### src/shared/mbf_defs.vh
// shared constants of the serial frame timing block
`ifndef MBF_DEFS_VH
`define MBF_DEFS_VH

// ****************************************
// clock and timing
// ****************************************
`define MBF_CLK_MHZ 25
`define MBF_TMR_W 25
`define MBF_US2CYC(us) ((us) * `MBF_CLK_MHZ)
// 1.5 chars x 11 bits / 19200 baud x 1.01, in microseconds
`define MBF_RTU_CHAR_US 868
// 3.5 chars x 11 bits / 19200 baud x 1.01, in microseconds
`define MBF_RTU_FRAME_US 2026
`define MBF_RTU_REST_US (`MBF_RTU_FRAME_US - `MBF_RTU_CHAR_US)
`define MBF_ASCII_GAP_US 1000000
`define MBF_POLL_US 1000000
`define MBF_RTU_CHAR_CYC `MBF_US2CYC(`MBF_RTU_CHAR_US)
`define MBF_RTU_REST_CYC `MBF_US2CYC(`MBF_RTU_REST_US)
`define MBF_ASCII_GAP_CYC `MBF_US2CYC(`MBF_ASCII_GAP_US)
`define MBF_POLL_CYC `MBF_US2CYC(`MBF_POLL_US)

// ****************************************
// ascii framing characters
// ****************************************
`define MBF_CH_COLON 8'h3A
`define MBF_CH_CR 8'h0D
`define MBF_CH_LF 8'h0A

// ****************************************
// master poll request
// ****************************************
`define MBF_POLL_ADDR 8'h01
`define MBF_FC_READ_COILS 8'h01
`define MBF_POLL_START 16'h0000
`define MBF_POLL_QTY 16'h0010

// ****************************************
// checksums and lengths
// ****************************************
`define MBF_CRC_INIT 16'hFFFF
`define MBF_CRC_POLY 16'hA001
`define MBF_MIN_RTU 8'h04
`define MBF_MIN_ASC 8'h03

// ****************************************
// receive results
// ****************************************
`define MBF_RES_NONE 8'h00
`define MBF_RES_OK 8'h01
`define MBF_RES_NOT_ME 8'h03
`define MBF_RES_ILL_FN 8'h04
`define MBF_RES_CHKSUM 8'h05
`define MBF_RES_GAP 8'h06
`define MBF_RES_LEN 8'h07
`define MBF_RES_ERR_RESP 8'h08

// ****************************************
// log record tags
// ****************************************
`define MBF_LOG_RX 4'hA
`define MBF_LOG_TX 4'hB
`define MBF_LOG_ERR 4'hE

`endif

### src/rtl/mbf_framer.v
// modbus serial frame receive, gap timing, master poll and log output
`timescale 1ns/1ps
`include "mbf_defs.vh"

module mbf_framer #(
	parameter [7:0]            RX_DEPTH  = 8'd253,
	parameter [`MBF_TMR_W-1:0] ASC_GAP   = `MBF_ASCII_GAP_CYC,
	parameter [`MBF_TMR_W-1:0] RTU_CHAR  = `MBF_RTU_CHAR_CYC,
	parameter [`MBF_TMR_W-1:0] RTU_REST  = `MBF_RTU_REST_CYC,
	parameter [`MBF_TMR_W-1:0] POLL_CYC  = `MBF_POLL_CYC,
	parameter                  LOG_DEPTH = 16
) (
	// clock and reset
	input  wire        mclk,
	input  wire        nrst,
	// configuration
	input  wire        cfg_master,
	input  wire        cfg_ascii,
	input  wire [7:0]  node_addr,
	// bus serial port, received characters
	input  wire        rx_valid,
	input  wire [7:0]  rx_data,
	// bus serial port, characters to send
	output wire        tx_valid,
	input  wire        tx_ready,
	output reg  [7:0]  tx_data,
	// frame handler
	output reg         req_call,
	output reg         resp_call,
	output reg         gap_err,
	output reg  [7:0]  rx_result,
	output reg  [7:0]  frm_len,
	input  wire [7:0]  frm_rd_idx,
	output reg  [7:0]  frm_rd_data,
	// log serial port
	output wire        log_valid,
	input  wire        log_ready,
	output wire [7:0]  log_data
);

	// ****************************************
	// constants and helpers
	// ****************************************
	localparam [4:0] TX_IDLE = 5'b00001;
	localparam [4:0] TX_SOM  = 5'b00010;
	localparam [4:0] TX_DAT  = 5'b00100;
	localparam [4:0] TX_EOM1 = 5'b01000;
	localparam [4:0] TX_EOM2 = 5'b10000;
	localparam [`MBF_TMR_W-1:0] T0 = 0;
	localparam [`MBF_TMR_W-1:0] T1 = 1;
	localparam [15:0]           POLL_START = `MBF_POLL_START;
	localparam [15:0]           POLL_QTY   = `MBF_POLL_QTY;
	localparam [7:0]            RES_GAP    = `MBF_RES_GAP;

	function [15:0] crc_upd;
		input [15:0] c;
		input [7:0]  b;
		integer      i;
		reg   [15:0] t;
		begin
			t = c ^ {8'h00, b};
			for (i = 0; i < 8; i = i + 1)
				t = t[0] ? ((t >> 1) ^ `MBF_CRC_POLY) : (t >> 1);
			crc_upd = t;
		end
	endfunction

	// bit 4 marks a valid hex digit
	function [4:0] hex_val;
		input [7:0] c;
		reg   [7:0] t;
		begin
			t = 8'h00;
			if (c >= 8'h30 && c <= 8'h39)
				t = c - 8'h30;
			else if (c >= 8'h41 && c <= 8'h46)
				t = c - 8'h37;
			else if (c >= 8'h61 && c <= 8'h66)
				t = c - 8'h57;
			hex_val = {(c >= 8'h30 && c <= 8'h39) || (c >= 8'h41 && c <= 8'h46)
				|| (c >= 8'h61 && c <= 8'h66), t[3:0]};
		end
	endfunction

	function [7:0] hex_chr;
		input [3:0] n;
		hex_chr = (n < 4'hA) ? (8'h30 + {4'h0, n}) : (8'h37 + {4'h0, n});
	endfunction

	function fc_ok;
		input [7:0] f;
		case (f)
			8'h01, 8'h02, 8'h03, 8'h04, 8'h05, 8'h06, 8'h0F, 8'h10, 8'h17: fc_ok = 1'b1;
			default: fc_ok = 1'b0;
		endcase
	endfunction

	function [7:0] pay;
		input [2:0] i;
		case (i)
			3'd0:    pay = `MBF_POLL_ADDR;
			3'd1:    pay = `MBF_FC_READ_COILS;
			3'd2:    pay = POLL_START[15:8];
			3'd3:    pay = POLL_START[7:0];
			3'd4:    pay = POLL_QTY[15:8];
			default: pay = POLL_QTY[7:0];
		endcase
	endfunction

	// ****************************************
	// receive path and gap timer
	// ****************************************
	reg  [7:0]            buf_q [0:RX_DEPTH-1];
	reg  [7:0]            rx_cnt_q;
	reg                   in_frm_q;
	reg                   cr_q;
	reg                   nib_hi_q;
	reg  [3:0]            nib_q;
	reg                   gap_on_q;
	reg                   gap_pend_q;
	reg  [`MBF_TMR_W-1:0] gap_cnt_q;
	reg                   frm_rx_q;
	reg  [15:0]           crc_q;
	reg  [7:0]            lrc_q;
	reg  [7:0]            res;

	// characters are ignored for the one cycle in which a frame is checked
	wire       rx_ok    = rx_valid & !frm_rx_q;
	wire [7:0] ach      = {1'b0, rx_data[6:0]};
	wire [4:0] hv       = hex_val(ach);
	wire       gap_exp  = gap_on_q && (gap_cnt_q == T0);
	wire       a_som    = cfg_ascii & rx_ok & (ach == `MBF_CH_COLON);
	wire       a_in     = cfg_ascii & rx_ok & in_frm_q & !a_som;
	wire       a_end    = a_in & cr_q & (ach == `MBF_CH_LF);
	wire       a_hex    = a_in & !cr_q & hv[4];
	wire       a_cr     = a_in & !cr_q & (ach == `MBF_CH_CR);
	wire       a_bad    = a_in & !a_end & !a_hex & !a_cr;
	wire       a_gap    = cfg_ascii & gap_exp & in_frm_q & !a_in;
	wire       r_err    = !cfg_ascii & rx_ok & gap_pend_q;
	wire       r_chr    = !cfg_ascii & rx_ok & !gap_pend_q;
	wire       r_exp1   = !cfg_ascii & gap_exp & !gap_pend_q & !r_chr;
	wire       r_exp2   = !cfg_ascii & gap_exp & gap_pend_q & !r_err;
	wire       gap_ev   = a_gap | r_err;
	wire       store    = (a_hex & nib_hi_q) | r_chr;
	wire [7:0] st_byte  = cfg_ascii ? {nib_q, hv[3:0]} : rx_data;
	wire       done     = a_end | r_exp2;
	wire       restart  = r_chr | a_som | (a_in & !a_end & !a_bad);
	wire       clr      = a_som | gap_ev | a_bad | frm_rx_q;
	wire       sum_ok   = cfg_ascii ? (lrc_q == 8'h00) : (crc_q == 16'h0000);
	wire       call_ok  = frm_rx_q & (res == `MBF_RES_OK);

	always @*
	begin
		res = `MBF_RES_OK;
		if (rx_cnt_q < (cfg_ascii ? `MBF_MIN_ASC : `MBF_MIN_RTU))
			res = `MBF_RES_LEN;
		else if (buf_q[0] != (cfg_master ? `MBF_POLL_ADDR : node_addr))
			res = `MBF_RES_NOT_ME;
		else if (!fc_ok(buf_q[1] & 8'h7F))
			res = `MBF_RES_ILL_FN;
		else if (!sum_ok)
			res = `MBF_RES_CHKSUM;
		else if (cfg_master & buf_q[1][7])
			res = `MBF_RES_ERR_RESP;
	end

	always @(posedge mclk)
	begin
		if (store && rx_cnt_q < RX_DEPTH)
			buf_q[rx_cnt_q] <= st_byte;
	end

	always @(posedge mclk or negedge nrst)
	begin
		if (!nrst)
		begin
			rx_cnt_q    <= 8'h00;
			in_frm_q    <= 1'b0;
			cr_q        <= 1'b0;
			nib_hi_q    <= 1'b0;
			nib_q       <= 4'h0;
			gap_on_q    <= 1'b0;
			gap_pend_q  <= 1'b0;
			gap_cnt_q   <= T0;
			frm_rx_q    <= 1'b0;
			crc_q       <= `MBF_CRC_INIT;
			lrc_q       <= 8'h00;
			req_call    <= 1'b0;
			resp_call   <= 1'b0;
			gap_err     <= 1'b0;
			rx_result   <= `MBF_RES_NONE;
			frm_len     <= 8'h00;
			frm_rd_data <= 8'h00;
		end
		else
		begin
			frm_rd_data <= (frm_rd_idx < RX_DEPTH) ? buf_q[frm_rd_idx] : 8'h00;
			req_call    <= call_ok & !cfg_master;
			resp_call   <= call_ok & cfg_master;
			gap_err     <= gap_ev;
			if (frm_rx_q)
			begin
				rx_result <= res;
				frm_len   <= rx_cnt_q;
				frm_rx_q  <= 1'b0;
			end
			if (gap_ev)
				rx_result <= `MBF_RES_GAP;
			// one counter serves both stages
			if (restart)
			begin
				gap_on_q  <= 1'b1;
				gap_cnt_q <= (cfg_ascii ? ASC_GAP : RTU_CHAR) - T1;
			end
			else if (r_exp1)
				gap_cnt_q <= RTU_REST - T1;
			else if (done | gap_ev | a_bad | gap_exp)
				gap_on_q <= 1'b0;
			else if (gap_on_q)
				gap_cnt_q <= gap_cnt_q - T1;
			if (r_exp1)
				gap_pend_q <= 1'b1;
			else if (r_exp2 | r_err)
				gap_pend_q <= 1'b0;
			if (clr)
			begin
				rx_cnt_q <= 8'h00;
				crc_q    <= `MBF_CRC_INIT;
				lrc_q    <= 8'h00;
			end
			else if (store && rx_cnt_q < RX_DEPTH)
			begin
				rx_cnt_q <= rx_cnt_q + 8'h01;
				crc_q    <= crc_upd(crc_q, st_byte);
				lrc_q    <= lrc_q + st_byte;
			end
			if (a_som)
				in_frm_q <= 1'b1;
			else if (a_end | a_gap | a_bad)
				in_frm_q <= 1'b0;
			if (a_cr)
				cr_q <= 1'b1;
			else if (a_som | a_end | a_bad | a_gap)
				cr_q <= 1'b0;
			if (a_som)
				nib_hi_q <= 1'b0;
			else if (a_hex)
			begin
				nib_hi_q <= !nib_hi_q;
				nib_q    <= hv[3:0];
			end
			if (done)
				frm_rx_q <= 1'b1;
		end
	end

	// ****************************************
	// master poll timer and request sender
	// ****************************************
	reg  [`MBF_TMR_W-1:0] poll_cnt_q;
	reg  [4:0]            st_q;
	reg  [4:0]            st_d;
	reg  [2:0]            idx_q;
	reg  [2:0]            idx_d;
	reg                   nib_s_q;
	reg                   nib_s_d;
	reg  [15:0]           tcrc_q;
	reg  [15:0]           tcrc_d;
	reg  [7:0]            tlrc_q;
	reg  [7:0]            tlrc_d;
	reg  [7:0]            tx_data_d;
	reg                   sent;
	reg  [7:0]            tb;

	wire poll_due = cfg_master && (poll_cnt_q == POLL_CYC - T1);
	wire tx_last  = (idx_q == (cfg_ascii ? 3'd6 : 3'd7));

	assign tx_valid = (st_q != TX_IDLE);

	always @*
	begin
		st_d    = st_q;
		idx_d   = idx_q;
		nib_s_d = nib_s_q;
		tcrc_d  = tcrc_q;
		tlrc_d  = tlrc_q;
		sent    = 1'b0;
		case (st_q)
			TX_IDLE:
				if (poll_due)
				begin
					tcrc_d  = `MBF_CRC_INIT;
					tlrc_d  = 8'h00;
					idx_d   = 3'd0;
					nib_s_d = 1'b0;
					st_d    = cfg_ascii ? TX_SOM : TX_DAT;
				end
			TX_SOM:
				if (tx_ready)
					st_d = TX_DAT;
			TX_DAT:
				if (tx_ready)
				begin
					if (cfg_ascii & !nib_s_q)
						nib_s_d = 1'b1;
					else
					begin
						nib_s_d = 1'b0;
						if (idx_q < 3'd6)
						begin
							tcrc_d = crc_upd(tcrc_q, pay(idx_q));
							tlrc_d = tlrc_q + pay(idx_q);
						end
						idx_d = idx_q + 3'd1;
						if (tx_last)
						begin
							st_d = cfg_ascii ? TX_EOM1 : TX_IDLE;
							sent = !cfg_ascii;
						end
					end
				end
			TX_EOM1:
				if (tx_ready)
					st_d = TX_EOM2;
			TX_EOM2:
				if (tx_ready)
				begin
					st_d = TX_IDLE;
					sent = 1'b1;
				end
			default:
				st_d = TX_IDLE;
		endcase
		// character of the next position, so tx_data comes from a flop
		if (idx_d < 3'd6)
			tb = pay(idx_d);
		else if (cfg_ascii)
			tb = 8'h00 - tlrc_d;
		else if (idx_d == 3'd6)
			tb = tcrc_d[7:0];
		else
			tb = tcrc_d[15:8];
		case (st_d)
			TX_SOM:  tx_data_d = `MBF_CH_COLON;
			TX_EOM1: tx_data_d = `MBF_CH_CR;
			TX_EOM2: tx_data_d = `MBF_CH_LF;
			TX_DAT:  tx_data_d = cfg_ascii ? hex_chr(nib_s_d ? tb[3:0] : tb[7:4]) : tb;
			default: tx_data_d = 8'h00;
		endcase
	end

	always @(posedge mclk or negedge nrst)
	begin
		if (!nrst)
		begin
			poll_cnt_q <= T0;
			st_q       <= TX_IDLE;
			idx_q      <= 3'd0;
			nib_s_q    <= 1'b0;
			tcrc_q     <= `MBF_CRC_INIT;
			tlrc_q     <= 8'h00;
			tx_data    <= 8'h00;
		end
		else
		begin
			// a poll falling due while a request is still going out is skipped
			if (!cfg_master || poll_due)
				poll_cnt_q <= T0;
			else
				poll_cnt_q <= poll_cnt_q + T1;
			st_q    <= st_d;
			idx_q   <= idx_d;
			nib_s_q <= nib_s_d;
			tcrc_q  <= tcrc_d;
			tlrc_q  <= tlrc_d;
			tx_data <= tx_data_d;
		end
	end

	// ****************************************
	// log records
	// ****************************************
	reg  [31:0] lg_rec_q;
	reg  [2:0]  lg_n_q;
	wire        lg_ready;
	wire        lg_valid = (lg_n_q != 3'd0);

	// one record in flight; an event arriving meanwhile is not logged
	always @(posedge mclk or negedge nrst)
	begin
		if (!nrst)
		begin
			lg_rec_q <= 32'h00000000;
			lg_n_q   <= 3'd0;
		end
		else if (lg_valid)
		begin
			if (lg_ready)
			begin
				lg_rec_q <= {lg_rec_q[23:0], 8'h00};
				lg_n_q   <= lg_n_q - 3'd1;
			end
		end
		else if (frm_rx_q)
		begin
			lg_rec_q <= {`MBF_LOG_RX, res[3:0], rx_cnt_q, buf_q[0], buf_q[1]};
			lg_n_q   <= 3'd4;
		end
		else if (gap_ev)
		begin
			lg_rec_q <= {`MBF_LOG_ERR, RES_GAP[3:0], rx_cnt_q, 16'h0000};
			lg_n_q   <= 3'd4;
		end
		else if (sent)
		begin
			lg_rec_q <= {`MBF_LOG_TX, 4'h1, cfg_ascii ? 8'h11 : 8'h08,
				`MBF_POLL_ADDR, `MBF_FC_READ_COILS};
			lg_n_q   <= 3'd4;
		end
	end

	mbf_fifo #(
		.W  (8),
		.D  (LOG_DEPTH),
		.AW (4)
	) u_log_fifo (
		.mclk      (mclk),
		.nrst      (nrst),
		.in_valid  (lg_valid),
		.in_ready  (lg_ready),
		.in_data   (lg_rec_q[31:24]),
		.out_valid (log_valid),
		.out_ready (log_ready),
		.out_data  (log_data)
	);

endmodule // mbf_framer

### src/rtl/mbf_fifo.v
// small flop based fifo with valid and ready on both sides
`timescale 1ns/1ps

module mbf_fifo #(
	parameter W  = 8,
	parameter D  = 16,
	parameter AW = 4
) (
	// clock and reset
	input  wire          mclk,
	input  wire          nrst,
	// filling side
	input  wire          in_valid,
	output wire          in_ready,
	input  wire [W-1:0]  in_data,
	// draining side
	output wire          out_valid,
	input  wire          out_ready,
	output wire [W-1:0]  out_data
);

	// depth must be a power of two so the pointers wrap by themselves
	localparam [AW:0] DEPTH_N = D;
	localparam [AW-1:0] P1 = 1;
	localparam [AW:0] C1 = 1;

	reg  [W-1:0]  mem_q [0:D-1];
	reg  [AW-1:0] wr_q;
	reg  [AW-1:0] rd_q;
	reg  [AW:0]   cnt_q;
	wire          push;
	wire          pop;

	assign in_ready  = (cnt_q != DEPTH_N);
	assign out_valid = (cnt_q != {(AW+1){1'b0}});
	assign out_data  = mem_q[rd_q];
	assign push      = in_valid & in_ready;
	assign pop       = out_valid & out_ready;

	always @(posedge mclk)
	begin
		if (push)
			mem_q[wr_q] <= in_data;
	end

	always @(posedge mclk or negedge nrst)
	begin
		if (!nrst)
		begin
			wr_q  <= {AW{1'b0}};
			rd_q  <= {AW{1'b0}};
			cnt_q <= {(AW+1){1'b0}};
		end
		else
		begin
			if (push)
				wr_q <= wr_q + P1;
			if (pop)
				rd_q <= rd_q + P1;
			if (push & !pop)
				cnt_q <= cnt_q + C1;
			else if (pop & !push)
				cnt_q <= cnt_q - C1;
		end
	end

endmodule // mbf_fifo

### config.mk
export PLATFORM = sky130hd
export DESIGN_NAME = mbf_framer
export DESIGN_NICKNAME = d
export VERILOG_FILES = /design/src/rtl/mbf_framer.v /design/src/rtl/mbf_fifo.v
export VERILOG_INCLUDE_DIRS = /design/src /design/src/shared
export SDC_FILE = /design/constraint.sdc
export NUM_CORES = 2
export LEC_CHECK = 0
export BUFFER_PORTS_ARGS = -buffer_cell sky130_fd_sc_hd__buf_2
export CAP_MARGIN = 10
export CORE_MARGIN = 3
export CORE_UTILIZATION = 62
export DETAILED_ROUTE_END_ITERATION = 8
export PLACE_DENSITY_LB_ADDON = 0.05
export SLEW_MARGIN = 20
export SYNTH_ARGS = -nofsm -noshare
export SYNTH_HDL_FRONTEND = slang
export SYNTH_SLANG_ARGS = --single-unit
### constraint.sdc
create_clock -name mclk -period 8.5 [get_ports mclk]
set_input_delay 0.85 -clock mclk [delete_from_list [all_inputs] [get_ports mclk]]
set_output_delay 0.85 -clock mclk [all_outputs]
set_load 0.005 [all_outputs]
# Word-level counts from Yosys, hierarchy flattened
# Memory sizes are Yosys's and may differ from the RTL's.
# Index checks and enable logic that the tools add are counted.
# classes
bitwise_logic	71
reduce_logical	52
n_eq_ne	30
muxes	122
n_addsub	18
n_lt_le_gt_ge	12
# ops
op	count
two-way mux 16 bit	22
two-way mux 8 bit	25
two-way mux 32 bit	5
two-way mux 25 bit	6
two-way mux 5 bit	10
subtractor 25 x 1 -> 25 bit, second input constant	2
inverter 2 -> 3 bit	16
AND 1 bit	35
one-hot mux 16 bit (2 select lines)	1
one-hot mux 8 bit (4 select lines)	1
bitwise XOR 16 x 8 -> 16 bit	2
two-way mux 3 bit	10
two-way mux 1 bit	28
adder 25 x 1 -> 25 bit, second input constant	1
== test 25 bit, second input constant	1
zero test 25 bit	1
one-hot mux 5 bit (5 select lines)	1
two-way mux 4 bit	6
one-hot mux 5 bit (2 select lines)	2
zero test 1 bit	17
OR 1 bit	17
adder 8 bit	2
zero test 16 bit	1
less-than comparator 8 bit, second input constant	2
other kinds (51)	91
# word_totals
mem_bits_ro	32
ff_bits	208
ramBits	2152
in_bits	31
mem_count	3
out_inout_bits	45
# mem_list
memory	depth	width	read_ports	rd_ports_with_merged_regs	write_ports	line_no	source
buf_q	253	8	3	0	1	mbf_framer.v:113	reg [7:0] buf_q [0:RX_DEPTH-1];
u_log_fifo.mem_q	16	8	1	0	1	mbf_fifo.v:27	reg [W-1:0] mem_q [0:D-1];
(no name shown)	32	1	1	0	0	mbf_framer.v:92	case (f)

# Logic depth before layout (Yosys ltp)
# logic_depth
depth_word	36
depth_mapped	21

# By module
# A second synthesis with hierarchy kept.
# unflattened
cells_unflattened	4756
area_unflattened_um2	95131.2
# modules_own_cells
module	area_per_inst_um2	cells_each	seq_area_each_um2	instances
mbf_framer	89360.7	4438	65839.4	1
mbf_fifo	5770.5	318	4169.0	1

# Worst setup path after synthesis
# OpenSTA, ideal clock, no wires.
# synth_timing
kind	input -> register
from	input rx_data[1]
to	register crc_q[0]
setup_time_ns	0.073
t_required_ns	8.427
n_path_buf	0
setup_slack_ns	-6.313
path_stages	11
t_arrival_ns	14.740
cell_sequence	inv_1 ha_1 o21ba_2 o21ai_0 a21oi_1 o21ai_0 xor2_1 xnor2_1 xnor3_1 xor2_1 a21oi_1
# synth_via
word_cells_on_any_way	59
cone_classes	add/sub: 3; order compare: 6; eq/ne: 3; mux: 14; bitwise: 21; reduce/logical: 12
# synth_rtl
element	line_no	source
start: declaration	mbf_framer.v:22	input wire [7:0] rx_data,
>= comparator 7 bit / less-or-equal comparator 7 bit (equally long branches)	mbf_framer.v:78	else if (c >= 8'h61 && c <= 8'h66)
logical AND 1 bit	mbf_framer.v:78	
two-way mux 4 bit	mbf_framer.v:78	
two-way mux 4 bit	mbf_framer.v:76	else if (c >= 8'h41 && c <= 8'h46)
two-way mux 4 bit *	mbf_framer.v:74	if (c >= 8'h30 && c <= 8'h39)
two-way mux 8 bit *	mbf_framer.v:145	wire [7:0] st_byte = cfg_ascii ? {nib_q, hv[3:0]} : rx_data;
via st_byte[0]	mbf_framer.v:145	
bitwise XOR 16 x 8 -> 16 bit *	mbf_framer.v:61	t = c ^ {8'h00, b};
two-way mux 16 bit * (8 in a row)	mbf_framer.v:63	t = t[0] ? ((t >> 1) ^ `MBF_CRC_POLY) : (t >> 1);
two-way mux 16 bit *	mbf_framer.v:231	else if (store && rx_cnt_q < RX_DEPTH)
two-way mux 16 bit *	mbf_framer.v:225	if (clr)
end signal: assignment	mbf_framer.v:186	crc_q <= `MBF_CRC_INIT;
end signal: assignment	mbf_framer.v:228	crc_q <= `MBF_CRC_INIT;
end signal: assignment	mbf_framer.v:234	crc_q <= crc_upd(crc_q, st_byte);
end: declaration	mbf_framer.v:123	reg [15:0] crc_q;
# The timed path passes the listed nets; every way through them passes the cells marked *. The select of a mux whose other input is x is not followed.
# A chain may end at the register's enable or synchronous reset.

# Final worst setup path
# layout_timing
from	register frm_rx_q
to	memory buf_q[219][2], enable pin
# layout_via
elab_chain_cells	13
word_cells_on_any_way	16
cone_classes	mux: 2; bitwise: 11; reduce/logical: 3
# layout_lines
element	line_no	source
start: declaration	mbf_framer.v:122	reg frm_rx_q;
start signal: assignment	mbf_framer.v:185	frm_rx_q <= 1'b0;
start signal: assignment	mbf_framer.v:205	frm_rx_q <= 1'b0;
start signal: assignment	mbf_framer.v:253	frm_rx_q <= 1'b1;
zero test 1 bit *	mbf_framer.v:128	wire rx_ok = rx_valid & !frm_rx_q;
AND 1 bit *	mbf_framer.v:128	
AND 1 bit	mbf_framer.v:132, mbf_framer.v:133	
AND 1 bit	mbf_framer.v:132	wire a_som = cfg_ascii & rx_ok & (ach == `MBF_CH_COLON);
zero test 1 bit	mbf_framer.v:133	wire a_in = cfg_ascii & rx_ok & in_frm_q & !a_som;
AND 1 bit	mbf_framer.v:133	
AND 1 bit (2 in a row)	mbf_framer.v:135	wire a_hex = a_in & !cr_q & hv[4];
AND 1 bit	mbf_framer.v:144	wire store = (a_hex & nib_hi_q) | r_chr;
OR 1 bit *	mbf_framer.v:144	
logical AND 1 bit *	mbf_framer.v:169	if (store && rx_cnt_q < RX_DEPTH)
two-way mux 1 bit *	mbf_framer.v:169	
two-way mux 1 bit (implied by the code) *	mbf_framer.v:170	buf_q[rx_cnt_q] <= st_byte;
end: declaration	mbf_framer.v:113	
# Mark *: on every way between the ends. The rest lies on a longest branch, timed or not.

==> reports/metrics.cfg <==
[logic_synthesis]
yosysMostFrequentCell = edfxtp_1
yosysWarnings = 0
yosysSeqAreaShare_pct = 73.7
synth_largest_area_cell = edfxtp_1
yosysUniqueCellTypes = 91
ys_top_cells_by_area = edfxtp_1 (68%), mux4_2 (17%), dfrtp_1 (4.5%)
synth-edff-count = 2160
synth_cells = 4725
synth_area_um2 = 95000
synth_flop_cell = edfxtp_1
yosysTopAreaCellShare_pct = 68.3
syn_area_per_cell_um2 = 20.1
synth_seq_cells = 2364
ys_top_cells_by_count = edfxtp_1 (2160), mux4_2 (710), nor2_1 (406), clkbuf_1 (180), dfrtp_1 (171)
async_flop_share_pct = 8.63

[final_layout]
drive_above_1_share_pct = 25.5
syn_to_final_growth_pct = 10.7
fill_cells = 9406
final_core_util_pct = 69.2
regArea_um2 = 70000
multi_input_area_um2 = 23900
design_area_um2 = 105000
fin_nets = 4900

[floorplanning]
die_w_um = 398
ioPinCount = 76
start_util_pct = 62.5
rows = 143
die-area_um2 = 158000
coreArea_um2 = 152000
die_y_um = 398

[setup_path]
cp_max_fo = 19
crit_chain = nor2b_1 > o2111ai_1 > a211o_1 > o21ba_2 > nor2_4 > buf_4 > nand4_1 > nor2_1
worstPathRequired_ns = 8.96
path_delay_family = simple AND/OR/NAND/NOR gates
critPathMaxStageDelay_ns = 0.96
cp_num_buf_inv = 1
critical_path_class = reg -> reg
arrival_ns = 5.51
critical_path.startpoint_type = register
crit_path_end_kind = register
crit_path_top_delay_cell = nor2_1

[placement]
numPortBuffers = 71
placed_cell_area_um2 = 97700
gp_congestion = 0.859
dp_hpwl_um = 131000

[clock_network]
clock-root-buffer = clkbuf_16
cts-buffers-inserted = 227
clock_path_buffers = 3
htreeDepth = 4
postCtsResizedCells = 0
clock-sinks = 2364
cts_setup_buffers = 0
ctsHoldBuffers = 0
path_clk_slew_ns = 0.06
clock_latency_ns = 0.84
cts_tree = yes

[sta]
final-setup-viol-count = 0
post-route-period-util_pct = 59.4
slew_viol_final = 0
hold_violations = 0
skew_ns = 0.0425
grt_setup_unrepaired = false
fmax_mhz = 198
timing.setup.tns_ns = 0
max_slew.worst_pin.slew_ns = 1.14
maxSlewHeadroom_pct = 23.8
period_needed_ns = 5.05

[routing]
ant_nets = 0
via_per_inst = 6.67
vias = 47104
wl_um = 222000
drcViolationCount = 0
drtPass1Iterations = 6
wl_per_cell_um = 31.4
drtIter0Drc = 6049

[grt]
grt_max_degree = 135
overflow = 0
grtUsageTotal_pct = 28.8
grt_pass1_vias = 46762
grt_first_pass_wirelength_um = 329000
antenna_found_initial = 11

[power]
cellPowerDensity_nw_per_um2 = 251
power_mw = 26.4
p_leak_nw = 33.1
ir_drop_mv = 0.235

[job]
maxCapViolations = 0

[run_status]
outcome = complete, no violations

[hold_path]
hold_path.class = in -> reg

[layer usage]
metal,wire length (µm),up-vias,track usage [%]
met5,0,-,0
li1,-,19622,-
met4,6810,0,8.48
met2,106000,2253,43.8
met3,20100,361,5.33
met1,89100,24868,43.9
[path summary, 6_finish.rpt]
kind | startpoint | to | slack [ns] | cells past startpoint
min in group asynchronous | nrst | tlrc_q[6]$_DFF_PN0_ | 0.49 | 2
worst min-delay path | cfg_master | req_call$_DFF_PN0_ | 0.37 | 2
worst max register to register | frm_rx_q$_DFF_PN0_ | buf_q[219][2]$_DFFE_PP_ | 3.45 | 8
worst max-delay path | frm_rx_q$_DFF_PN0_ | buf_q[219][2]$_DFFE_PP_ | 3.45 | 8
worst min register to register | lg_rec_q[17]$_DFFE_PN0P_ | lg_rec_q[17]$_DFFE_PN0P_ | 0.48 | 2
max in group asynchronous | nrst | lrc_q[0]$_DFFE_PN0P_ | 6.80 | 3
[metrics by stage]
| stage | hold slack (ns) | cells | setup slack, ns |
|---|---|---|---|
| final | 0.372 | 7061 | 3.45 |
| after global placement | 0.455 | 6628 | 2.95 |
| after floorplan | 0.442 | 4728 | 1.02 |
| after global routing | 0.369 | 7057 | 3.10 |
| after CTS | 0.138 | 7051 | 3.33 |
| after detailed placement | 0.471 | 6628 | 2.84 |
[flip-flops by register name (all words and copies together), names as in the netlist, 5 cells and up]
name	cells
gap_cnt_q	25
crc_q	16
poll_cnt_q	25
lrc_q	8
u_log_fifo.cnt_q	5
frm_len	8
u_log_fifo.mem_q	128
lg_rec_q	32
buf_q	2032
st_q	5
frm_rd_data	8
tlrc_q	8
rx_cnt_q	8
tx_data	8
tcrc_q	16
[cell type report]
class                      count  share of cell area, %
clock inverter               147                   1.47
timing repair buffer         142                   1.04
clock buffer                 276                   5.59
sequential                  2364                   66.5
tap                         2030                   2.41
multi-input combinational   2046                   22.8
antenna                        7                 0.0166
inverter                      49                  0.191
[cell usage in the layout (no fill, tap or decap), types with 37 or more instances in the layout]
cell type,n
edfxtp_1,2160
nand3_1,61
buf_2,66
clkinv_2,46
dfrtp_1,170
ha_1,37
xnor2_1,55
clkbuf_1,47
mux4_2,710
o21ai_0,95
clkinv_1,52
inv_1,43
nor2_1,405
nor3_1,46
a21oi_1,77
nand2_1,130
clkbuf_16,227
buf_4,58
xor2_1,39
[where the power goes]
group	switching [mW]	internal [mW]
Combinational	1.78	1.13
Sequential	0.295	13.2
Clock	4.35	5.68
[kinds of logic after synthesis]
kind of cell / Yosys count / share of synthesized area (%)
xor gates and xnor gates: 99 / 0.985
other: 1 / 0.00395
adders and majority gates: 39 / 0.529
DFF: 2364 / 73.7
muxes: 745 / 17.2
and+or+nand+nor: 828 / 3.98
buffers and inverters: 318 / 1.29
AOI/OAI and AO/OA: 331 / 2.32
Note: power is estimated with default switching activity, not from simulation.
